[config.mk]
export PLATFORM = sky130hd
export DESIGN_NAME = mode_sense_response_builder
export DESIGN_NICKNAME = d
export VERILOG_FILES = /design/src/rtl/msense_pkg.sv /design/src/rtl/byte_stream_if.sv /design/src/rtl/skid_buffer2.sv /design/src/rtl/mode_sense_response_builder.sv
export SDC_FILE = /design/constraint.sdc
export NUM_CORES = 1
export LEC_CHECK = 0
export BUFFER_PORTS_ARGS = -buffer_cell sky130_fd_sc_hd__clkbuf_2
export CAP_MARGIN = 20
export CORE_MARGIN = 5
export CORE_UTILIZATION = 40
export DETAILED_ROUTE_END_ITERATION = 12
export SYNTH_ARGS = -nofsm -noshare
export SYNTH_HDL_FRONTEND = slang
export SYNTH_SLANG_ARGS = --single-unit
[constraint.sdc]
create_clock -name CLK -period 5.1 [get_ports CLK]
set_input_delay 0.255 -clock CLK [delete_from_list [all_inputs] [get_ports CLK]]
set_output_delay 0.255 -clock CLK [all_outputs]
set_load 0.01 [all_outputs]
[src/rtl/msense_pkg.sv]
// Constants and decode helpers for the mode sense response builder.
package msense_pkg;

    // Command byte two field layout.
    localparam int SEL_MSB = 5;
    localparam int SET_MSB = 7;
    localparam int SET_LSB = 6;

    // Value sets chosen by the page value selector.
    localparam logic [1:0] SET_CURRENT    = 2'b00;
    localparam logic [1:0] SET_CHANGEABLE = 2'b01;
    localparam logic [1:0] SET_DEFAULT    = 2'b10;
    localparam logic [1:0] SET_SAVED      = 2'b11;

    // Page identifiers.
    localparam logic [5:0] PAGE_VENDOR = 6'h00;
    localparam logic [5:0] PAGE_ERR    = 6'h01;
    localparam logic [5:0] PAGE_DISC   = 6'h02;
    localparam logic [5:0] PAGE_FMT    = 6'h03;
    localparam logic [5:0] PAGE_GEOM   = 6'h04;
    localparam logic [5:0] SEL_ALL     = 6'h3f;

    // Parameter byte counts per page, header bytes excluded.
    localparam logic [7:0] LEN_ERR  = 8'h06;
    localparam logic [7:0] LEN_FMT  = 8'h16;
    localparam logic [7:0] LEN_GEOM = 8'h12;

    // Segment sizes and fixed field values.
    localparam logic [7:0] HDR_LAST     = 8'h03;
    localparam logic [7:0] BLK_LAST     = 8'h07;
    localparam logic [7:0] PHDR_BYTES   = 8'h02;
    localparam logic [7:0] LEN_FIXED    = 8'h0b;
    localparam logic [7:0] BLK_DESC_LEN = 8'h08;
    localparam logic [7:0] MEDIUM_TYPE  = 8'h00;
    localparam logic [7:0] DENSITY_CODE = 8'h00;
    localparam logic [7:0] ZERO_BYTE    = 8'h00;

    function automatic logic page_supported(input logic [5:0] id);
        return (id == PAGE_ERR) || (id == PAGE_FMT) || (id == PAGE_GEOM);
    endfunction

    function automatic logic [7:0] page_len(input logic [5:0] id);
        case (id)
            PAGE_ERR:  return LEN_ERR;
            PAGE_FMT:  return LEN_FMT;
            PAGE_GEOM: return LEN_GEOM;
            default:   return ZERO_BYTE;
        endcase
    endfunction

    // Page that follows id in an all-pages walk; vendor code ends it.
    function automatic logic [5:0] page_next(input logic [5:0] id);
        case (id)
            PAGE_ERR: return PAGE_FMT;
            PAGE_FMT: return PAGE_GEOM;
            default:  return PAGE_VENDOR;
        endcase
    endfunction

endpackage

[src/rtl/byte_stream_if.sv]
// Valid/ready byte stream between the generator and the buffer.
interface byte_stream_if;
    logic       valid;
    logic       ready;
    logic [7:0] data;

    modport source (output valid, output data, input ready);
    modport sink   (input valid, input data, output ready);
endinterface

[src/rtl/skid_buffer2.sv]
// Two-entry buffer with registered outputs on both sides.
module skid_buffer2 (
    // Clock and reset
    input  wire logic    clk,
    input  wire logic    rst_n,
    // Streams
    byte_stream_if.sink  up,
    byte_stream_if.source dn,
    // Status
    output      logic    empty
);
    logic [7:0] head_ff;
    logic       head_vld_ff;
    logic [7:0] tail_ff;
    logic       tail_vld_ff;
    logic       take;
    logic       give;

    // Ready depends only on the spare entry, so no path runs from
    // the downstream ready back to the upstream ready.
    assign up.ready = !tail_vld_ff;
    assign dn.valid = head_vld_ff;
    assign dn.data  = head_ff;
    assign empty    = !head_vld_ff;
    assign take     = up.valid && !tail_vld_ff;
    assign give     = head_vld_ff && dn.ready;

    always_ff @(posedge clk or negedge rst_n) begin
        if (!rst_n) begin
            head_ff     <= 8'h00;
            head_vld_ff <= 1'b0;
            tail_ff     <= 8'h00;
            tail_vld_ff <= 1'b0;
        end else begin
            if (!head_vld_ff || give) begin
                if (tail_vld_ff) begin
                    head_ff     <= tail_ff;
                    head_vld_ff <= 1'b1;
                    tail_vld_ff <= 1'b0;
                end else begin
                    head_ff     <= up.data;
                    head_vld_ff <= take;
                end
            end else if (take) begin
                tail_ff     <= up.data;
                tail_vld_ff <= 1'b1;
            end
        end
    end
endmodule // skid_buffer2

[src/rtl/mode_sense_response_builder.sv]
// Builds the mode sense parameter list and streams it out.
//
// Summary of operation
// - Top bits of byte two choose value set.
// - Low six bits of byte two select pages.
// - Single page 1, 3 or 4 returns just that page.
// - Selector 3Fh returns all pages, chosen set.
// - Disconnect page is never produced as supported.
// - Byte four gives the transfer byte limit.
// - Zero allocation sends nothing, no error.
// - Stop at allocation or response end.
// - Header, one block descriptor, then pages.
// - Page header: code, length of parameters.
// - Page code in low bits, then parameters.
// - Vendor page 00h never emitted.
// - Header byte zero is length minus one.
// - Medium type byte is always zero.
// - Write protect and reserved bits are zero.
// - Block descriptor length is always eight.
// - Density code is always zero.
// - Block count and reserved byte zero.
// - Block length, 24 bits, MSB first.
// - Page length is supported parameter count.
module mode_sense_response_builder
    import msense_pkg::*;
(
    // Clock and reset
    input  wire logic        CLK,
    input  wire logic        ARST_N,
    // Command block fields
    input  wire logic        CMD_VALID,
    input  wire logic [7:0]  CMD_BYTE2,
    input  wire logic [7:0]  CMD_BYTE4,
    output      logic        CMD_READY,
    // Drive configuration
    input  wire logic [23:0] BLOCK_LEN,
    // Page value store lookup
    output      logic [5:0]  PG_ID,
    output      logic [1:0]  PG_SET,
    output      logic [7:0]  PG_IDX,
    input  wire logic [7:0]  PG_DATA,
    // Data in stream to the initiator
    output      logic [7:0]  DIN_DATA,
    output      logic        DIN_VALID,
    input  wire logic        DIN_READY,
    // Completion
    output      logic        DONE,
    output      logic        CHECK_COND,
    output      logic        BUSY
);

    typedef enum logic [2:0] {
        SEG_IDLE  = 3'b000,
        SEG_HDR   = 3'b001,
        SEG_BLK   = 3'b010,
        SEG_PAGE  = 3'b011,
        SEG_DRAIN = 3'b100
    } seg_t;

    logic [1:0] rst_sync_ff;
    logic       rst_n;

    seg_t       seg_ff;
    seg_t       nxt_seg;
    logic [7:0] idx_ff;
    logic [7:0] nxt_idx;
    logic [5:0] page_ff;
    logic [5:0] nxt_page;
    logic       all_ff;
    logic [1:0] set_ff;
    logic [7:0] alloc_ff;
    logic [7:0] cnt_ff;
    logic [7:0] slen_ff;
    logic       done_ff;
    logic       chk_ff;
    logic       busy_ff;
    logic       ready_ff;

    logic [5:0] cmd_sel;
    logic       cmd_ok;
    logic       gen_active;
    logic       push;
    logic       hit_alloc;
    logic       buf_empty;
    logic [7:0] gen_byte;
    logic [7:0] cur_len;

    byte_stream_if gen_s ();
    byte_stream_if out_s ();

    // Reset release is synchronised; assertion stays asynchronous.
    always_ff @(posedge CLK or negedge ARST_N) begin
        if (!ARST_N) begin
            rst_sync_ff <= 2'b00;
        end else begin
            rst_sync_ff <= {rst_sync_ff[0], 1'b1};
        end
    end
    assign rst_n = rst_sync_ff[1];

    // Only pages the drive implements and the 3Fh all-pages selector pass; 02h is refused here.
    assign cmd_sel = CMD_BYTE2[SEL_MSB:0];
    assign cmd_ok  = (cmd_sel == SEL_ALL) || page_supported(cmd_sel);

    assign gen_active = (seg_ff == SEG_HDR) || (seg_ff == SEG_BLK)
                        || (seg_ff == SEG_PAGE);
    assign push       = gen_active && gen_s.ready;
    assign hit_alloc  = (cnt_ff + 8'h01) == alloc_ff;
    assign cur_len    = page_len(page_ff);

    // Sense data length excludes its own byte.
    function automatic logic [7:0] resp_len(input logic all,
                                            input logic [5:0] id);
        logic [7:0] sum;
        sum = LEN_FIXED;
        if (all) begin
            sum = sum + LEN_ERR + LEN_FMT + LEN_GEOM
                  + PHDR_BYTES + PHDR_BYTES + PHDR_BYTES;
        end else begin
            sum = sum + page_len(id) + PHDR_BYTES;
        end
        return sum;
    endfunction

    // Byte at the current position of the response.
    always_comb begin
        gen_byte = ZERO_BYTE;
        case (seg_ff)
            SEG_HDR: begin
                case (idx_ff[1:0])
                    2'b00:   gen_byte = slen_ff;
                    2'b01:   gen_byte = MEDIUM_TYPE;
                    2'b10:   gen_byte = ZERO_BYTE;
                    default: gen_byte = BLK_DESC_LEN;
                endcase
            end
            SEG_BLK: begin
                case (idx_ff[2:0])
                    3'b000:  gen_byte = DENSITY_CODE;
                    3'b101:  gen_byte = BLOCK_LEN[23:16];
                    3'b110:  gen_byte = BLOCK_LEN[15:8];
                    3'b111:  gen_byte = BLOCK_LEN[7:0];
                    default: gen_byte = ZERO_BYTE;
                endcase
            end
            SEG_PAGE: begin
                if (idx_ff == 8'h00) begin
                    gen_byte = {2'b00, page_ff};
                end else if (idx_ff == 8'h01) begin
                    gen_byte = cur_len;
                end else begin
                    gen_byte = PG_DATA;
                end
            end
            default: gen_byte = ZERO_BYTE;
        endcase
    end

    assign gen_s.valid = gen_active;
    assign gen_s.data  = gen_byte;

    skid_buffer2 u_buf (
        .clk   (CLK),
        .rst_n (rst_n),
        .up    (gen_s),
        .dn    (out_s),
        .empty (buf_empty)
    );

    assign out_s.ready = DIN_READY;
    assign DIN_DATA    = out_s.data;
    assign DIN_VALID   = out_s.valid;

    // Walk of the response: header, descriptor, then pages in order.
    always_comb begin
        nxt_seg  = seg_ff;
        nxt_idx  = idx_ff;
        nxt_page = page_ff;
        case (seg_ff)
            SEG_IDLE: begin
                if (CMD_VALID && cmd_ok && (CMD_BYTE4 != 8'h00)) begin
                    nxt_seg  = SEG_HDR;
                    nxt_idx  = 8'h00;
                    nxt_page = (cmd_sel == SEL_ALL) ? PAGE_ERR : cmd_sel;
                end
            end
            SEG_HDR: begin
                if (push) begin
                    nxt_idx = idx_ff + 8'h01;
                    if (idx_ff == HDR_LAST) begin
                        nxt_seg = SEG_BLK;
                        nxt_idx = 8'h00;
                    end
                end
            end
            SEG_BLK: begin
                if (push) begin
                    nxt_idx = idx_ff + 8'h01;
                    if (idx_ff == BLK_LAST) begin
                        nxt_seg = SEG_PAGE;
                        nxt_idx = 8'h00;
                    end
                end
            end
            SEG_PAGE: begin
                if (push) begin
                    nxt_idx = idx_ff + 8'h01;
                    if (idx_ff == cur_len + 8'h01) begin
                        nxt_idx = 8'h00;
                        // The walk ends on the vendor code, never sent.
                        if (all_ff && (page_next(page_ff) != PAGE_VENDOR)) begin
                            nxt_page = page_next(page_ff);
                        end else begin
                            nxt_seg = SEG_DRAIN;
                        end
                    end
                end
            end
            SEG_DRAIN: begin
                if (buf_empty) begin
                    nxt_seg = SEG_IDLE;
                end
            end
            default: nxt_seg = SEG_IDLE;
        endcase
        if (push && hit_alloc) begin
            nxt_seg = SEG_DRAIN;
        end
    end

    always_ff @(posedge CLK or negedge rst_n) begin
        if (!rst_n) begin
            seg_ff  <= SEG_IDLE;
            idx_ff  <= 8'h00;
            page_ff <= PAGE_VENDOR;
        end else begin
            seg_ff  <= nxt_seg;
            idx_ff  <= nxt_idx;
            page_ff <= nxt_page;
        end
    end

    // Command fields are captured once per command.
    always_ff @(posedge CLK or negedge rst_n) begin
        if (!rst_n) begin
            all_ff   <= 1'b0;
            set_ff   <= SET_CURRENT;
            alloc_ff <= 8'h00;
            slen_ff  <= 8'h00;
        end else if (seg_ff == SEG_IDLE && CMD_VALID) begin
            all_ff   <= cmd_sel == SEL_ALL;
            set_ff   <= CMD_BYTE2[SET_MSB:SET_LSB];
            alloc_ff <= CMD_BYTE4;
            slen_ff  <= resp_len(cmd_sel == SEL_ALL, cmd_sel);
        end
    end

    always_ff @(posedge CLK or negedge rst_n) begin
        if (!rst_n) begin
            cnt_ff <= 8'h00;
        end else if (seg_ff == SEG_IDLE) begin
            cnt_ff <= 8'h00;
        end else if (push) begin
            cnt_ff <= cnt_ff + 8'h01;
        end
    end

    // Status of the last command, held until the next one is taken.
    always_ff @(posedge CLK or negedge rst_n) begin
        if (!rst_n) begin
            chk_ff <= 1'b0;
        end else if (seg_ff == SEG_IDLE && CMD_VALID) begin
            chk_ff <= !cmd_ok;
        end
    end

    always_ff @(posedge CLK or negedge rst_n) begin
        if (!rst_n) begin
            done_ff <= 1'b0;
        end else begin
            // Refused and zero-length commands finish at once.
            done_ff <= (seg_ff == SEG_IDLE && CMD_VALID
                        && (!cmd_ok || CMD_BYTE4 == 8'h00))
                       || (seg_ff == SEG_DRAIN && buf_empty);
        end
    end

    // Ready has a flop of its own so the port carries no inverter.
    always_ff @(posedge CLK or negedge rst_n) begin
        if (!rst_n) begin
            busy_ff  <= 1'b0;
            ready_ff <= 1'b1;
        end else begin
            busy_ff  <= nxt_seg != SEG_IDLE;
            ready_ff <= nxt_seg == SEG_IDLE;
        end
    end

    assign CMD_READY  = ready_ff;
    assign BUSY       = busy_ff;
    assign DONE       = done_ff;
    assign CHECK_COND = chk_ff;
    assign PG_ID      = page_ff;
    assign PG_SET     = set_ff;
    assign PG_IDX     = idx_ff;

endmodule // mode_sense_response_builder

# Word level (Yosys, flattened, before mapping)
# Cells that the tools add are included.
[op_classes]
addsub = 5
muxes = 45
bitwise = 1
eq_ne = 27
reduce_logical = 36
[op_table]
columns = ["cell", "n"]
rows = [
  ["8-bit 2-to-1 mux", 15],
  ["6-bit 2-to-1 mux", 8],
  ["8-bit case mux with 3 select lines", 2],
  ["8-bit case mux with 4 select lines", 1],
  ["3-bit 2-to-1 mux", 10],
  ["5-bit case mux with 3 select lines", 2],
  ["8-bit by 1-bit adder with 8-bit output (second input constant)", 3],
  ["8-bit equality test", 2],
  ["8-bit logical NOT", 2],
  ["8-bit case mux with 2 select lines", 1],
  ["3-bit case mux with 5 select lines", 1],
  ["3-bit equality test (second input constant)", 4],
  ["6-bit by 1-bit equality test with 1-bit output (second input constant)", 2],
  ["6-bit by 2-bit equality test with 1-bit output (second input constant)", 2],
  ["6-bit by 3-bit equality test with 1-bit output (second input constant)", 2],
  ["6-bit case mux with 2 select lines", 1],
  ["5-bit AND reduction", 2],
  ["1-bit logical AND", 9],
  ["4-bit by 8-bit adder with 8-bit output (first input constant)", 1],
  ["8-bit by 2-bit adder with 8-bit output (second input constant)", 1],
  ["8-bit by 1-bit equality test with 1-bit output (second input constant)", 1],
  ["8-bit by 2-bit equality test with 1-bit output (second input constant)", 1],
  ["8-bit by 3-bit equality test with 1-bit output (second input constant)", 1],
  ["1-bit logical OR", 8],
  ["other kinds (20)", 32],
]
[totals]
ff_bits = 68
output_inout_bits = 29
word_cells = 131

# Depth between registers and ports, before layout
[depth]
word_depth = 15
mapped_depth = 9

# Hierarchy
# From an unflattened synthesis, not the netlist that was laid out.
[hier_totals]
cells_unflattened = 415
area_unflattened_um2 = 3912.5
[by_module_without_submodules]
columns = ["module", "cells_each", "seq_area_each_um2", "instances", "area_each_um2"]
rows = [
  ["mode_sense_response_builder", 363, 1177.4, 1, 3066.7],
  ["skid_buffer2", 52, 450.4, 1, 845.8],
]

# Worst setup path before layout
# No wires, ideal clock.
[synth_timing]
kind = "register -> register"
start = "register idx_ff[1] (netlist: PG_IDX[1])"
end = "register u_buf.head_ff[1] (netlist: u_buf.dn.data[1])"
synth_period_minus_slack_ps = 2257
required_ps = 4976
arrival_ps = 2133
setup_slack_ps = 2843
stages_incl_launch_ff = 10
setup_ps = 124
cell_sequence = "dfrtp_1 -> inv_1 -> ha_1 -> and2_1 -> clkbuf_1 -> a222oi_1 -> o32ai_1 -> a211o_1 -> a221oi_2 -> nor2_1"
[synth_via]
elab_chain_len = 5
[synth_rtl]
columns = ["element", "line", "source"]
rows = [
  ["from (decl)", "mode_sense_response_builder.sv:65", "logic [7:0] idx_ff;"],
  ["from (signal assigned)", "mode_sense_response_builder.sv:238", "idx_ff <= nxt_idx;"],
  ["8-bit by 1-bit equality test with 1-bit output, or another cell as far along", "mode_sense_response_builder.sv:149", "end else if (idx_ff == 8'h01) begin"],
  ["8-bit 2-to-1 mux / 2-bit OR reduction (equally long branches)", "--", ""],
  ["8-bit 2-to-1 mux / 8-bit case mux with 2 select lines (equally long branches)", "mode_sense_response_builder.sv:147, mode_sense_response_builder.sv:130", ""],
  ["8-bit case mux with 3 select lines *", "mode_sense_response_builder.sv:128", "case (seg_ff)"],
  ["8-bit 2-to-1 mux *", "skid_buffer2.sv:36", "if (tail_vld_ff) begin"],
  ["to (signal assigned)", "skid_buffer2.sv:37", "head_ff <= tail_ff;"],
  ["to (signal assigned)", "skid_buffer2.sv:41", "head_ff <= up.data;"],
  ["to (decl)", "skid_buffer2.sv:12", "logic [7:0] head_ff;"],
]
# Mark *: on every way between the ends. The rest lies on a longest branch, timed or not.
# A chain may end at the register's enable or synchronous reset.

# Final worst setup path
[layout_timing]
start = "register idx_ff[0] (netlist: PG_IDX[0])"
end = "register u_buf.head_ff[1] (netlist: u_buf.dn.data[1])"
# The elaborated chain is that of the path after synthesis.

==> results by group <==
Power
  • Share of power burned in registers: 42.9%
  • Leakage: 0.00206 µW
  • Switching power: 444 µW
  • Power Density: 318 nW/µm²
  • Power share of the clock group: 38.1%
  • Worst VDD drop: 155 µV
  • Pint: 1010 µW
  • Comb power frac: 19.0%
  • Power consumption: 1460 µW
  • Switching share of power: 30.5%

Logic synthesis
  • Mapped Area: 3810 µm²
  • #FFs+latches synth: 65
  • Avg Cell Area, Syn: 9.11 µm²
  • Synth Instances: 418
  • Library cells used by synthesis: 63
  • Syn_nets: 477
  • Ys flop type: dfrtp_1
  • Ys Warns: 0
  • Number of enable flip-flop cells after synthesis: 0
  • Ys async rst share: 100%
  • Sequential share of the synthesized area: 42.7%

Clocking
  • Worst-path clk slew: 80 ps
  • Hold_buf cts: 1
  • Total CTS buffers: 9
  • Worst-Skew Late Latency: 340 ps
  • Clk root buf: clkbuf_8
  • Clock Sinks: 65
  • Post-CTS Setup Bufs: 0
  • Post-CTS Resized: 0
  • Clock Path Buffers: 2
  • CTS H-tree lvls: 3
  • CTS tree: done

Placement
  • Final Wtd Congestion: 0.835
  • PortBufs: 80
  • Placed Cells: 609
  • Hpwl dp: 7600 µm
  • DP Area: 4320 µm²

STA
  • Crit path time final: 2620 ps
  • Final hold vios: 0
  • Period utilization: 51.3%
  • FMAX: 382 MHz
  • Skew final: 10.4 ps
  • Measured slew at the worst slew-check pin: 835 ps
  • Final max-slew violation count: 0
  • Endpoints failing setup: 0
  • Setup_tns: 0 ps
  • Slew margin rel.: 44.2%
  • RSZ-0062 raised after global routing: false

Global route
  • Initial antenna violation count: 0
  • Vias in the first global route: 3347
  • Largest net degree at the start of global routing: 64
  • GRT Total Usage: 18.2%
  • Global-route wire length before repair: 16700 µm
  • GRT overflow: 0

Run status
  • Status: completed

Worst setup path
  • CP max stage delay: 490 ps
  • Max stage delay cell, worst path: dfrtp_1
  • CP Data Required Time: 5330 ps
  • CP Cell Sequence: ha_1 -> ha_1 -> o21ai_1 -> o32ai_1 -> a211o_1 -> a221oi_2 -> nor2_1
  • FF-to-FF setup slack: 2480 ps
  • R2r endpoint: u_buf.dn.data[1]$_DFFE_PN0N_
  • CP most frequent cell: ha_1
  • Crit path launch: PG_IDX[0]$_DFFE_PN0P_
  • Crit path arrival time: 2840 ps
  • Nature of the critical path startpoint: flip-flop
  • Crit path max fanout: 9
  • Cells on worst reg2reg path: 7
  • Kind of critical path: flip-flop to flip-flop
  • Critical path buffers and inverters: 0
  • Setup crit end kind: flip-flop
  • Critical path's top delay family: compound AO/OA/AOI/OAI gates
  • Instance count on the critical path: 7
  • RR Startpoint: PG_IDX[0]$_DFFE_PN0P_
  • Crit path to: u_buf.dn.data[1]$_DFFE_PN0N_

Floorplanning
  • Initial Util: 41.0%
  • Die ar.: 11600 µm²
  • Die span in y: 108 µm
  • I/O Pins: 81
  • CORE AREA: 9280 µm²
  • Core Rows: 35
  • Die W: 108 µm

Cells and area
  • Fill count: 897
  • Final Net Count: 551
  • Final Core Density: 49.3%
  • Post-Layout Cell Count: 626
  • Final instance area: 4580 µm²
  • Most common cell after layout, fill and taps aside: clkbuf_2
  • Commonest non-fill, non-tap cells in the layout: clkbuf_2, dfrtp_1, nand2_1, nor2_1, o21ai_0
  • Area grow syn2layout: 20.2%
  • Proportion of layout cells with a drive suffix above 1: 27.6%
  • Ant. Diodes: 0

Drt
  • Avg Vias per Cell: 5.60
  • # DRC: 0
  • Drt initial violations: 249
  • Vias: 3505
  • Wirelength per Cell: 16.3 µm
  • WL final: 10200 µm
  • First-pass iteration count of the detailed router: 5
  • Post-route ant nets: 0

Flow run
  • Max Cap Viol: 0

Hold path
  • Hold Crit Class: input port to flip-flop
Yosys cell counts, types with 5 or more instances:
library cell   n  area (µm²)
inv_1         12        45.0
clkbuf_1      14        52.6
a221oi_1       5        43.8
nand3_1        8        40.0
or2_2          6        37.5
mux2_2        15         169
nand2_1       45         169
a222oi_1       8        80.1
dfrtp_1       64        1600
a21oi_1       16        80.1
nand4_1       10        62.6
ha_1           7        87.6
xnor2_1        9        78.8
nor2_1        42         158
nor3b_1        5        37.5
o21ai_0       34         170
nor3_1         5        25.0
o211ai_1       6        45.0
nor2b_1       10        62.6
o21a_1         7        52.6
a31oi_1        7        43.8
kinds of logic (layout without fill, tap and decap cells):
logic type	after synthesis	count (layout)	synth area share, %
simple gates	166	166	22.6
compound gates	120	120	21.8
flops	65	65	42.7
buf+inv	33	112	3.55
mux	15	15	4.43
xor+xnor	11	11	2.53
fa+ha+maj	7	7	2.30
other cells	1	1	0.0984
final cells by class:
| type | count | area, µm² | share of cell area, % |
|---|---|---|---|
| clock buffers | 9 | 124 | 2.71 |
| clock inverters | 7 | 125 | 2.73 |
| inverters | 12 | 45.0 | 0.984 |
| multi-input cells | 320 | 2060 | 45.0 |
| flip-flops and latches | 65 | 1630 | 35.6 |
| well taps | 129 | 161 | 3.53 |
| repair buffers | 84 | 433 | 9.46 |
per-layer routing:
| layer | part of all wire [%] | vias up | global-route usage, % |
|---|---|---|---|
| li1 | - | 1692 | - |
| met3 | 6.9 | 9 | 3.60 |
| met1 | 48 | 1669 | 26.3 |
| met4 | 0.98 | 0 | 5.68 |
| met5 | 0 | - | 0 |
| met2 | 44 | 135 | 27.3 |
flip-flops by register name, indices dropped and copies added (netlist names), 3 cells and up:
name	count
seg_ff	3
PG_ID	6
u_buf.tail_ff	8
cnt_ff	8
PG_IDX	8
slen_ff	5
u_buf.dn.data	8
alloc_ff	8
power by group through the flow:
stage | Clock, µW | Combinational (µW) | Sequential [µW]
after floorplan | 0 | 181 | 629
after global placement | 0 | 275 | 633
after detailed placement | 0 | 278 | 635
after CTS | 569 | 280 | 625
after global routing | 597 | 311 | 635
final | 555 | 277 | 625
through the flow:
stage | setup slack [ps] | hold slack (ps)
after detailed placement | 2490 | 43.2
after global routing | 2240 | 126
after global placement | 2520 | 42.4
after CTS | 2470 | 130
after floorplan | 2840 | -40.6
final | 2480 | 145
worst register-to-register path, stage by stage, from the launching register on:
cell	delay, ps
dfrtp_1	490
ha_1	310
ha_1	330
o21ai_1	490
o32ai_1	190
a211o_1	340
a221oi_2	280
nor2_1	80
worst min-delay path by stage:
stage / from / end / slack [ps] / depth (start not counted)
4_1_cts: CMD_BYTE2[6] / PG_SET[0]$_DFFE_PN0P_ / 130 / 2
5_1_grt: CMD_BYTE2[6] / PG_SET[0]$_DFFE_PN0P_ / 130 / 2
3_5_place_dp: ARST_N / rst_sync_ff[0]$_DFF_PN0_ / 40 / 1
3_3_place_gp: ARST_N / rst_sync_ff[0]$_DFF_PN0_ / 40 / 1
6_report: CMD_BYTE2[6] / PG_SET[0]$_DFFE_PN0P_ / 140 / 2
2_1_floorplan: ARST_N / rst_sync_ff[0]$_DFF_PN0_ / -40 / 0
Note: power is estimated with default switching activity, not from simulation.
